[src/verilog/gpcs_pkg.sv]
// gpcs_pkg: register map, field positions, reset values and states of the
// gigabit coding sublayer control/status block.
// assumes a 32-bit apb slave with byte addresses and one word per register.
package gpcs_pkg;

  // ****************************************************************
  // register byte offsets
  // ****************************************************************
  localparam logic [7:0] GPCS_OFS_MAIN = 8'h00;
  localparam logic [7:0] GPCS_OFS_MODE = 8'h04;
  localparam logic [7:0] GPCS_OFS_SD = 8'h08;
  localparam logic [7:0] GPCS_OFS_ANEG = 8'h0c;
  localparam logic [7:0] GPCS_OFS_NP = 8'h10;
  localparam logic [7:0] GPCS_OFS_LB = 8'h14;
  localparam logic [7:0] GPCS_OFS_ANST = 8'h20;
  localparam logic [7:0] GPCS_OFS_LINK = 8'h28;

  // ****************************************************************
  // field positions
  // ****************************************************************
  localparam int GPCS_B_ENA = 0;
  localparam int GPCS_B_LSTYPE = 4;
  localparam int GPCS_B_SGMII = 0;
  localparam int GPCS_B_UNIDIR = 4;
  localparam int GPCS_B_SDUSE = 0;
  localparam int GPCS_B_SDPOL = 4;
  localparam int GPCS_B_SDSEL = 8;
  localparam int GPCS_B_ANON = 0;
  localparam int GPCS_B_RESTART = 1;
  localparam int GPCS_B_SWRES = 8;
  localparam int GPCS_B_NPLOAD = 0;
  localparam int GPCS_B_LB = 0;
  localparam int GPCS_B_DONE = 0;
  localparam int GPCS_B_PAGE = 3;
  localparam int GPCS_B_PR = 4;
  localparam int GPCS_B_SYNC = 0;
  localparam int GPCS_B_LINK = 4;
  localparam int GPCS_B_SIG = 8;
  localparam int GPCS_W_LO = 16;
  localparam int GPCS_W_HI = 31;
  localparam int GPCS_LP_LINK_BIT = 15;
  // duplex ability positions in a base page
  localparam int GPCS_B_FDX = 5;
  localparam int GPCS_B_HDX = 6;

  // ****************************************************************
  // reset values
  // ****************************************************************
  localparam logic GPCS_RST_SGMII = 1'h1;
  localparam logic GPCS_RST_SDPOL = 1'h1;
  localparam logic GPCS_RST_SDUSE = 1'h1;
  localparam logic [15:0] GPCS_RST_WORD = 16'h0000;
  localparam logic [31:0] GPCS_ZERO32 = 32'h0000_0000;

  // negotiation states
  typedef enum logic [2:0] {
    GPCS_AN_IDLE,
    GPCS_AN_RESTART,
    GPCS_AN_ABILITY,
    GPCS_AN_ACK,
    GPCS_AN_LINK_OK,
    GPCS_AN_FAIL,
    GPCS_AN_DIS_LINK_OK
  } gpcs_an_t;

endpackage

[src/verilog/gpcs_regs.sv]
// gpcs_regs: apb register bank and negotiation control for one gigabit
// coding sublayer. the serdes data path and the partner page receiver are
// outside; they hand in sync as a level, received pages and ack as same-clock strobes.
//
// The placing of the registers and the APB interface to the registers were left to the implementer.
`timescale 1ns/1ps
module gpcs_regs
  import gpcs_pkg::*;
(
  input wire logic clk_sys, // 125 mhz core clock
  input wire logic rst_n, // async reset, active low
  input wire logic psel, // apb select
  input wire logic penable, // apb access phase
  input wire logic pwrite, // apb direction
  input wire logic [7:0] paddr, // apb byte address
  input wire logic [31:0] pwdata, // apb write data
  output logic [31:0] prdata, // apb read data
  output logic pready, // apb ready
  output logic pslverr, // apb error, unmapped address
  input wire logic sd_serdes, // detect line from serdes macro (async)
  input wire logic sd_pin, // external detect pin (async)
  input wire logic sync_ok, // pcs synchronized
  input wire logic page_rx, // strobe: partner page received
  input wire logic [15:0] page_word, // received page word
  input wire logic page_ack, // strobe: partner acknowledged
  input wire logic np_sent, // strobe: next page consumed
  output logic coding_sublayer_on, // sublayer enable
  output logic serial_gmii_select, // 1 serial gmii, 0 serdes
  output logic one_way_transmit_on, // mac may send without rx link
  output logic ten_bit_loopback_on, // loop egress to ingress, rx clk from tx
  output logic signal_present, // qualified signal detect
  output logic link_up, // negotiation link state
  output logic sys_link_status, // link indication to system
  output logic mac_tx_allow, // mac transmit permitted
  output logic [15:0] tx_config_word, // word sent in negotiation
  output logic an_restart_pulse // negotiation restart requested
);
  import gpcs_pkg::*;

  // ****************************************************************
  // state
  // ****************************************************************
  typedef struct packed {
    logic [1:0] sds_sy;
    logic [1:0] pin_sy;
    logic ena;
    logic lstype;
    logic unidir;
    logic sgmii;
    logic sdsel;
    logic sdpol;
    logic sduse;
    logic [15:0] adv;
    logic swres;
    logic anon;
    logic restart;
    logic [15:0] np_word;
    logic np_loaded;
    logic lb;
    logic [15:0] lp_word;
    logic page_stk;
    logic done;
    gpcs_an_t an;
    logic [31:0] rdata;
    logic ready;
    logic err;
    logic sig;
    logic lnk;
    logic slink;
    logic txallow;
    logic [15:0] txw;
  } gpcs_state_t;

  gpcs_state_t s_r;
  gpcs_state_t s_nxt;

  function automatic logic hit(input logic [7:0] a, input logic [7:0] ofs);
    return a == ofs;
  endfunction

  // half or full duplex common to both sides
  function automatic logic dup_match(input logic [15:0] a, input logic [15:0] b);
    return (a[GPCS_B_FDX] & b[GPCS_B_FDX]) | (a[GPCS_B_HDX] & b[GPCS_B_HDX]);
  endfunction

  logic wr;
  logic rd_access;
  logic mapped;
  logic at_main;
  logic at_mode;
  logic at_sd;
  logic at_aneg;
  logic at_np;
  logic at_lb;
  logic at_anst;
  logic at_link;
  logic sel_sd;
  logic sig_now;
  logic lnk_now;
  logic pr_now;
  logic [31:0] rd_val;

  always_comb begin
    s_nxt = s_r;

    // ****************************************************************
    // address decode
    // ****************************************************************
    at_main = hit(paddr, GPCS_OFS_MAIN);
    at_mode = hit(paddr, GPCS_OFS_MODE);
    at_sd = hit(paddr, GPCS_OFS_SD);
    at_aneg = hit(paddr, GPCS_OFS_ANEG);
    at_np = hit(paddr, GPCS_OFS_NP);
    at_lb = hit(paddr, GPCS_OFS_LB);
    at_anst = hit(paddr, GPCS_OFS_ANST);
    at_link = hit(paddr, GPCS_OFS_LINK);
    mapped = at_main | at_mode | at_sd | at_aneg | at_np | at_lb | at_anst | at_link;
    // first access cycle only; the wait cycle must not act twice
    wr = psel & penable & pwrite & ~s_r.ready;
    rd_access = psel & penable & ~pwrite & ~s_r.ready;
    s_nxt.sds_sy = {s_r.sds_sy[0], sd_serdes};
    s_nxt.pin_sy = {s_r.pin_sy[0], sd_pin};
    s_nxt.restart = 1'b0;

    // ****************************************************************
    // signal detect qualification
    // ****************************************************************
    // detect source mux
    sel_sd = s_r.sdsel ? s_r.pin_sy[1] : s_r.sds_sy[1];
    sig_now = ~s_r.sduse | (sel_sd == s_r.sdpol);

    // ****************************************************************
    // apb writes
    // ****************************************************************
    if (wr) begin
      // main: enable and link indication type
      if (at_main) begin
        s_nxt.ena = pwdata[GPCS_B_ENA];
        s_nxt.lstype = pwdata[GPCS_B_LSTYPE];
      end

      // mode: coding mode and one-way transmit
      if (at_mode) begin
        s_nxt.sgmii = pwdata[GPCS_B_SGMII];
        s_nxt.unidir = pwdata[GPCS_B_UNIDIR];
      end

      // signal detect: source, level, use
      if (at_sd) begin
        s_nxt.sdsel = pwdata[GPCS_B_SDSEL];
        s_nxt.sdpol = pwdata[GPCS_B_SDPOL];
        s_nxt.sduse = pwdata[GPCS_B_SDUSE];
      end

      if (at_aneg) begin
        s_nxt.adv = pwdata[GPCS_W_HI:GPCS_W_LO];
        s_nxt.swres = pwdata[GPCS_B_SWRES];
        s_nxt.anon = pwdata[GPCS_B_ANON];
        s_nxt.restart = pwdata[GPCS_B_RESTART];
      end

      if (at_np) begin
        s_nxt.np_word = pwdata[GPCS_W_HI:GPCS_W_LO];
        if (pwdata[GPCS_B_NPLOAD]) begin
          s_nxt.np_loaded = 1'b1;
        end
      end

      // loopback
      if (at_lb) begin
        s_nxt.lb = pwdata[GPCS_B_LB];
      end

      if (at_anst && pwdata[GPCS_B_PAGE]) begin
        s_nxt.page_stk = 1'b0;
      end
    end

    // ****************************************************************
    // negotiation state machine
    // ****************************************************************
    if (page_rx && s_r.ena) begin
      s_nxt.lp_word = page_word;
      s_nxt.page_stk = 1'b1;
    end
    if (np_sent && s_r.np_loaded) begin
      s_nxt.np_loaded = 1'b0;
    end
    unique case (s_r.an)
      GPCS_AN_IDLE: begin
        if (s_r.ena && sig_now && sync_ok) begin
          s_nxt.an = s_r.anon ? GPCS_AN_RESTART : GPCS_AN_DIS_LINK_OK;
        end
      end
      GPCS_AN_RESTART: begin
        s_nxt.done = 1'b0;
        s_nxt.an = GPCS_AN_ABILITY;
      end
      GPCS_AN_ABILITY: begin
        if (page_rx) begin
          s_nxt.an = GPCS_AN_ACK;
        end
      end
      GPCS_AN_ACK: begin
        if (page_ack) begin
          if (s_r.swres || dup_match(s_r.adv, s_r.lp_word)) begin
            s_nxt.an = GPCS_AN_LINK_OK;
            s_nxt.done = 1'b1;
          end else begin
            s_nxt.an = GPCS_AN_FAIL;
          end
        end
      end
      GPCS_AN_LINK_OK, GPCS_AN_FAIL, GPCS_AN_DIS_LINK_OK: begin
      end
      // unused code: fall back to idle
      default: begin
        s_nxt.an = GPCS_AN_IDLE;
      end
    endcase

    // disabled sublayer, loss of signal or loss of sync drops link
    if (!s_r.ena || !sig_now || !sync_ok) begin
      s_nxt.an = GPCS_AN_IDLE;
      s_nxt.done = 1'b0;
    end else if (s_r.an == GPCS_AN_DIS_LINK_OK && s_r.anon) begin
      s_nxt.an = GPCS_AN_RESTART;
    end else if ((s_r.an != GPCS_AN_DIS_LINK_OK && s_r.an != GPCS_AN_IDLE && !s_r.anon)) begin
      s_nxt.an = GPCS_AN_DIS_LINK_OK;
      s_nxt.done = 1'b0;
    end else if (s_r.restart && s_r.anon) begin
      s_nxt.an = GPCS_AN_RESTART;
    end

    // ****************************************************************
    // outputs and read data
    // ****************************************************************
    // link up states
    lnk_now = (s_r.an == GPCS_AN_LINK_OK) || (s_r.an == GPCS_AN_DIS_LINK_OK);
    pr_now = (s_r.an == GPCS_AN_ACK) || (s_r.an == GPCS_AN_LINK_OK) || (s_r.an == GPCS_AN_FAIL);
    s_nxt.sig = sig_now;
    s_nxt.lnk = lnk_now;
    s_nxt.slink = s_r.lstype ? s_r.lp_word[GPCS_LP_LINK_BIT] : sync_ok;
    s_nxt.txallow = s_r.ena & (s_r.unidir | lnk_now);
    s_nxt.txw = (s_r.an == GPCS_AN_LINK_OK && s_r.np_loaded) ? s_r.np_word : s_r.adv;

    rd_val = GPCS_ZERO32;
    // main config
    if (at_main) begin
      rd_val[GPCS_B_ENA] = s_r.ena;
      rd_val[GPCS_B_LSTYPE] = s_r.lstype;
    end

    // mode config
    if (at_mode) begin
      rd_val[GPCS_B_SGMII] = s_r.sgmii;
      rd_val[GPCS_B_UNIDIR] = s_r.unidir;
    end

    // signal detect config
    if (at_sd) begin
      rd_val[GPCS_B_SDSEL] = s_r.sdsel;
      rd_val[GPCS_B_SDPOL] = s_r.sdpol;
      rd_val[GPCS_B_SDUSE] = s_r.sduse;
    end

    // negotiation config; restart always reads 0
    if (at_aneg) begin
      rd_val[GPCS_W_HI:GPCS_W_LO] = s_r.adv;
      rd_val[GPCS_B_SWRES] = s_r.swres;
      rd_val[GPCS_B_ANON] = s_r.anon;
    end

    // next page config
    if (at_np) begin
      rd_val[GPCS_W_HI:GPCS_W_LO] = s_r.np_word;
      rd_val[GPCS_B_NPLOAD] = s_r.np_loaded;
    end

    // loopback config
    if (at_lb) begin
      rd_val[GPCS_B_LB] = s_r.lb;
    end

    // negotiation status
    if (at_anst) begin
      rd_val[GPCS_W_HI:GPCS_W_LO] = s_r.lp_word;
      rd_val[GPCS_B_PR] = pr_now;
      rd_val[GPCS_B_PAGE] = s_r.page_stk;
      rd_val[GPCS_B_DONE] = s_r.done;
    end

    // link status: live sync, registered link and signal
    if (at_link) begin
      rd_val[GPCS_B_SIG] = s_r.sig;
      rd_val[GPCS_B_LINK] = s_r.lnk;
      rd_val[GPCS_B_SYNC] = sync_ok;
    end
    // one wait state: answer the cycle after access phase starts
    s_nxt.ready = psel & penable & ~s_r.ready;
    s_nxt.err = (wr | rd_access) & ~mapped;
    if (rd_access) begin
      s_nxt.rdata = rd_val;
    end
  end

  always_ff @(posedge clk_sys or negedge rst_n) begin
    if (!rst_n) begin
      s_r <= '0;
      s_r.sgmii <= GPCS_RST_SGMII;
      s_r.sdpol <= GPCS_RST_SDPOL;
      s_r.sduse <= GPCS_RST_SDUSE;
      s_r.adv <= GPCS_RST_WORD;
      s_r.lp_word <= GPCS_RST_WORD;
      s_r.an <= GPCS_AN_IDLE;
    end else begin
      s_r <= s_nxt;
    end
  end

  assign prdata = s_r.rdata;
  assign pready = s_r.ready;
  assign pslverr = s_r.err;
  assign coding_sublayer_on = s_r.ena;
  assign serial_gmii_select = s_r.sgmii;
  assign one_way_transmit_on = s_r.unidir;
  assign ten_bit_loopback_on = s_r.lb;
  assign signal_present = s_r.sig;
  assign link_up = s_r.lnk;
  assign sys_link_status = s_r.slink;
  assign mac_tx_allow = s_r.txallow;
  assign tx_config_word = s_r.txw;
  assign an_restart_pulse = s_r.restart;

endmodule

[config.mk]
export PLATFORM = sky130hd
export DESIGN_NAME = gpcs_regs
export DESIGN_NICKNAME = d
export VERILOG_FILES = /design/src/verilog/gpcs_pkg.sv /design/src/verilog/gpcs_regs.sv
export SDC_FILE = /design/constraint.sdc
export NUM_CORES = 1
export LEC_CHECK = 0
export BUFFER_PORTS_ARGS = -buffer_cell sky130_fd_sc_hd__buf_2
export CAP_MARGIN = 25
export CORE_UTILIZATION = 58
export DETAILED_ROUTE_END_ITERATION = 6
export GPL_TIMING_DRIVEN = 0
export PLACE_DENSITY_LB_ADDON = 0.1
export SLEW_MARGIN = 15
export SYNTH_ARGS = -nofsm -noshare
export SYNTH_HDL_FRONTEND = slang
export SYNTH_SLANG_ARGS = --single-unit
[constraint.sdc]
create_clock -name clk_sys -period 2.6 [get_ports clk_sys]
set_input_delay 0.52 -clock clk_sys [delete_from_list [all_inputs] [get_ports clk_sys]]
set_output_delay 0.52 -clock clk_sys [all_outputs]
set_load 0.02 [all_outputs]
==> results.json <==
{
  "max_stage_delay_ns": 0.38,
  "drv_slew": 0,
  "sequential_cell_area_fraction_in_the_yosys_report_pct": 53.1,
  "worstPathCellList": "buf_2 -> nor2b_1 -> and3_1 -> buf_2 -> buf_4 -> mux2_1",
  "share_seq_of_total_power_pct": 56.1,
  "clkPwrFrac_pct": 29.1,
  "cell_type_contributing_the_most_total_cell_area_after_synthesis": "dfrtp_1",
  "initial_core_util_pct": 60.0,
  "finalSetupTns_ns": 0,
  "power.internal_mw": 2.40,
  "clockBufferDepth": 2,
  "routedWlPerCell_microns": 17.9,
  "flow.area_growth_from_synthesis_pct": 17.1,
  "clock_sink_count": 111,
  "dr_vias": 3769,
  "cts.htree.levels": 3,
  "dp_slack_ns": 0.382,
  "timing.fmax_ghz": 0.480,
  "rsz0062_at_grt": "false",
  "numCtsBuffers": 9,
  "grt_antenna_before_repair": 0,
  "final_layout_size_suffix_gt1_share_pct": 37.3,
  "count_of_flip_flops_with_a_built_in_enable_after_synthesis": 0,
  "syn_avg_cell_area_sq_um": 12.2,
  "p_switching_mw": 0.941,
  "postCtsSetupBuffers": 0,
  "clkSlewWorstSetupHoldPaths_ns": 0.11,
  "synthFlopType": "dfrtp_1",
  "power-per-cell-area_nw_per_um2": 545,
  "cts_hold_buf": 0,
  "netlist-cell-type-count": 51,
  "clk_root_buffer_cell": "clkbuf_8",
  "postSynth.asyncResetShare_pct": 100,
  "fp.coreArea_sq_um": 8720,
  "finalCriticalPeriod_ns": 2.08,
  "ys_warn_count": 0,
  "worstSkewPairLatency_ns": 0.37,
  "timing.clock.skew_ns": 0.0119,
  "die_width_microns": 97.0,
  "worst_ir_drop_vdd_v": 0.000341,
  "finish.utilization_pct": 70.3,
  "worst_hold_slack_across_all_endpoints_ns": 0.0820,
  "worstPathRequired_ns": 2.86,
  "final.period_utilization_pct": 80.2,
  "n_fill_cell": 645,
  "hold_removal_path_class": "in -> async",
  "path_max_fanout": 10,
  "post-route-cell-area_sq_um": 6130,
  "drt_wl_total_microns": 11900,
  "timing.critical_path.mode_cell": "buf_2",
  "detail_route.drc_violations": 0,
  "fin_ws_ns": 0.516,
  "place_area_sq_um": 5950,
  "setup_viol": 0,
  "end_kind": "flip-flop",
  "power.combinational.fraction_pct": 14.9,
  "die-area_sq_um": 9410,
  "core.rowCount": 34,
  "timing_worst_setup_path_type": "reg -> reg",
  "number_of_register_bits_inferred_by_synthesis": 111,
  "relSlewSlack_pct": 52.0,
  "number_of_optimization_iterations_in_the_first_detailed_route_pass": 5,
  "die_h_microns": 97.0,
  "place.gp.congestion": 0.906,
  "critPathSlowestCell": "nor2b_1",
  "num_io_pins": 126,
  "leakage_nw": 3.22,
  "grt_remaining_overflow": 0,
  "gr-usage-all-layers_pct": 26.3,
  "antenna_cells": 0,
  "run_status": "finished clean",
  "synth.top_cell.area_share_pct": 51.6,
  "p_sw_share_pct": 28.2,
  "worstSetupStartpointType": "flip-flop",
  "timing.final.hold_violations": 0,
  "grt_pass1_vias": 3663,
  "worst_ep_arrival_ns": 2.34,
  "nNetsFinal": 619,
  "synthesis.instances": 428,
  "routed_via_density": 5.67,
  "synth.top_cells.by_area": "dfrtp_1, mux2_1, buf_4, mux2_2, a22o_1",
  "drt-initial-drc-count": 258,
  "placement.io_buffers": 101,
  "pin_count_of_the_biggest_net_entering_global_routing": 61,
  "post_cts_resized": 0,
  "dp_hpwl_microns": 8400,
  "grt_first_pass_wirelength_microns": 19100,
  "postRouteAntennaNets": 0,
  "worst_pin_slew_ns": 0.710,
  "area_of_the_mapped_netlist_sq_um": 5230,
  "tritoncts": "yes",
  "max-cap-violations": 0
}
layer usage:
layer	vias to the layer above	global-route usage, %	part of all wire (%)
li1	1734	-	-
met1	1857	37.5	45
met2	161	41.7	47
met3	17	4.77	6.0
met4	0	7.23	1.5
met5	-	0	0
final timing paths:
kind | slack, ns | depth (start not counted) | end | startpoint
setup / recovery | 0.52 | 6 | tx_config_word[12]$_DFF_PN0_ | s_r[54]$_DFFE_PN0P_
hold / removal | 0.08 | 1 | mac_tx_allow$_DFF_PN0_ | rst_n
setup reg to reg | 0.52 | 6 | tx_config_word[12]$_DFF_PN0_ | s_r[54]$_DFFE_PN0P_
hold reg to reg | 0.37 | 0 | s_r[122]$_DFF_PN0_ | s_nxt[122]$_DFF_PN0_
max in group asynchronous | 1.85 | 2 | s_r[80]$_DFFE_PN0P_ | rst_n
min in group clk_sys | 0.25 | 1 | s_nxt[122]$_DFF_PN0_ | sd_serdes
sequential cells by signal (all words and copies together), names as in the netlist, 2 cells and up:
name and count:
s_nxt 2, s_r 62, tx_config_word 16, prdata 20
cell type report:
class                           instances  area [sq um]  share of cell area (%)
Sequential cell                       111          2780                    45.4
Tap cell                              108           135                    2.20
Timing Repair Buffer                  102           539                    8.80
Clock buffer                            9           124                    2.02
Inverter                                6          22.5                   0.367
Clock inverter                          7          56.3                   0.919
Multi-Input combinational cell        249          1980                    32.3
Buffer                                 73           490                    8.00
cell usage after synthesis, types with 3 or more instances:
cell and number:
nand2_1 15, nand3_1 6, clkbuf_1 9, inv_1 6
and3_1 6, a22o_1 18, dfrtp_1 108, mux2_1 58
o21ai_0 5, buf_4 52, buf_2 11, mux2i_1 3
mux2_2 17, a32oi_1 17, a21oi_1 23, nor3_1 3
dfstp_2 3, o21a_1 3, nand4_1 3, nor2_1 23
stage by stage:
stage,std cells,total power [mW]
CTS,665,3.37
finish,665,3.34
global placement,648,2.39
detailed placement,649,2.41
floorplan,439,2.20
global route,665,3.48
critical path, delay by kind of cell, from the launching register on:
family,cells,cell delay [ns]
mux,1,0.36
simple gates,2,0.59
flops,1,0.37
buf+inv,3,0.65
layout by cell type, fill, tap and decap left out, types with 5 or more instances in the layout:
| cell type | instances |
|---|---|
| buf_4 | 52 |
| a21oi_1 | 23 |
| nand3_1 | 6 |
| dfrtp_1 | 108 |
| a32oi_1 | 17 |
| buf_2 | 111 |
| inv_1 | 6 |
| a22o_1 | 18 |
| nor2_1 | 23 |
| clkbuf_8 | 9 |
| nand2_1 | 15 |
| and3_1 | 6 |
| clkbuf_1 | 9 |
| o21ai_0 | 5 |
| mux2_2 | 17 |
| conb_1 | 12 |
| mux2_1 | 58 |
power groups by stage:
stage	Combinational [mW]	Sequential (mW)	Clock, mW
floorplan	0.309	1.89	0
global placement	0.483	1.90	0
detailed placement	0.498	1.91	0
CTS	0.500	1.87	0.992
global route	0.537	1.89	1.06
finish	0.497	1.87	0.972
logic make-up (layout without fill, tap and decap cells):
family | count (synthesis) | after routing | synth area share (%)
fa+ha+maj | 1 | 1 | 0.191
other cells | 1 | 12 | 0.0717
mux | 79 | 79 | 17.1
xor+xnor | 2 | 2 | 0.335
compound gates | 79 | 79 | 11.0
buf+inv | 79 | 197 | 9.80
flops | 111 | 111 | 53.1
simple gates | 76 | 76 | 8.34
No activity file was read; power rests on OpenSTA's default activity.
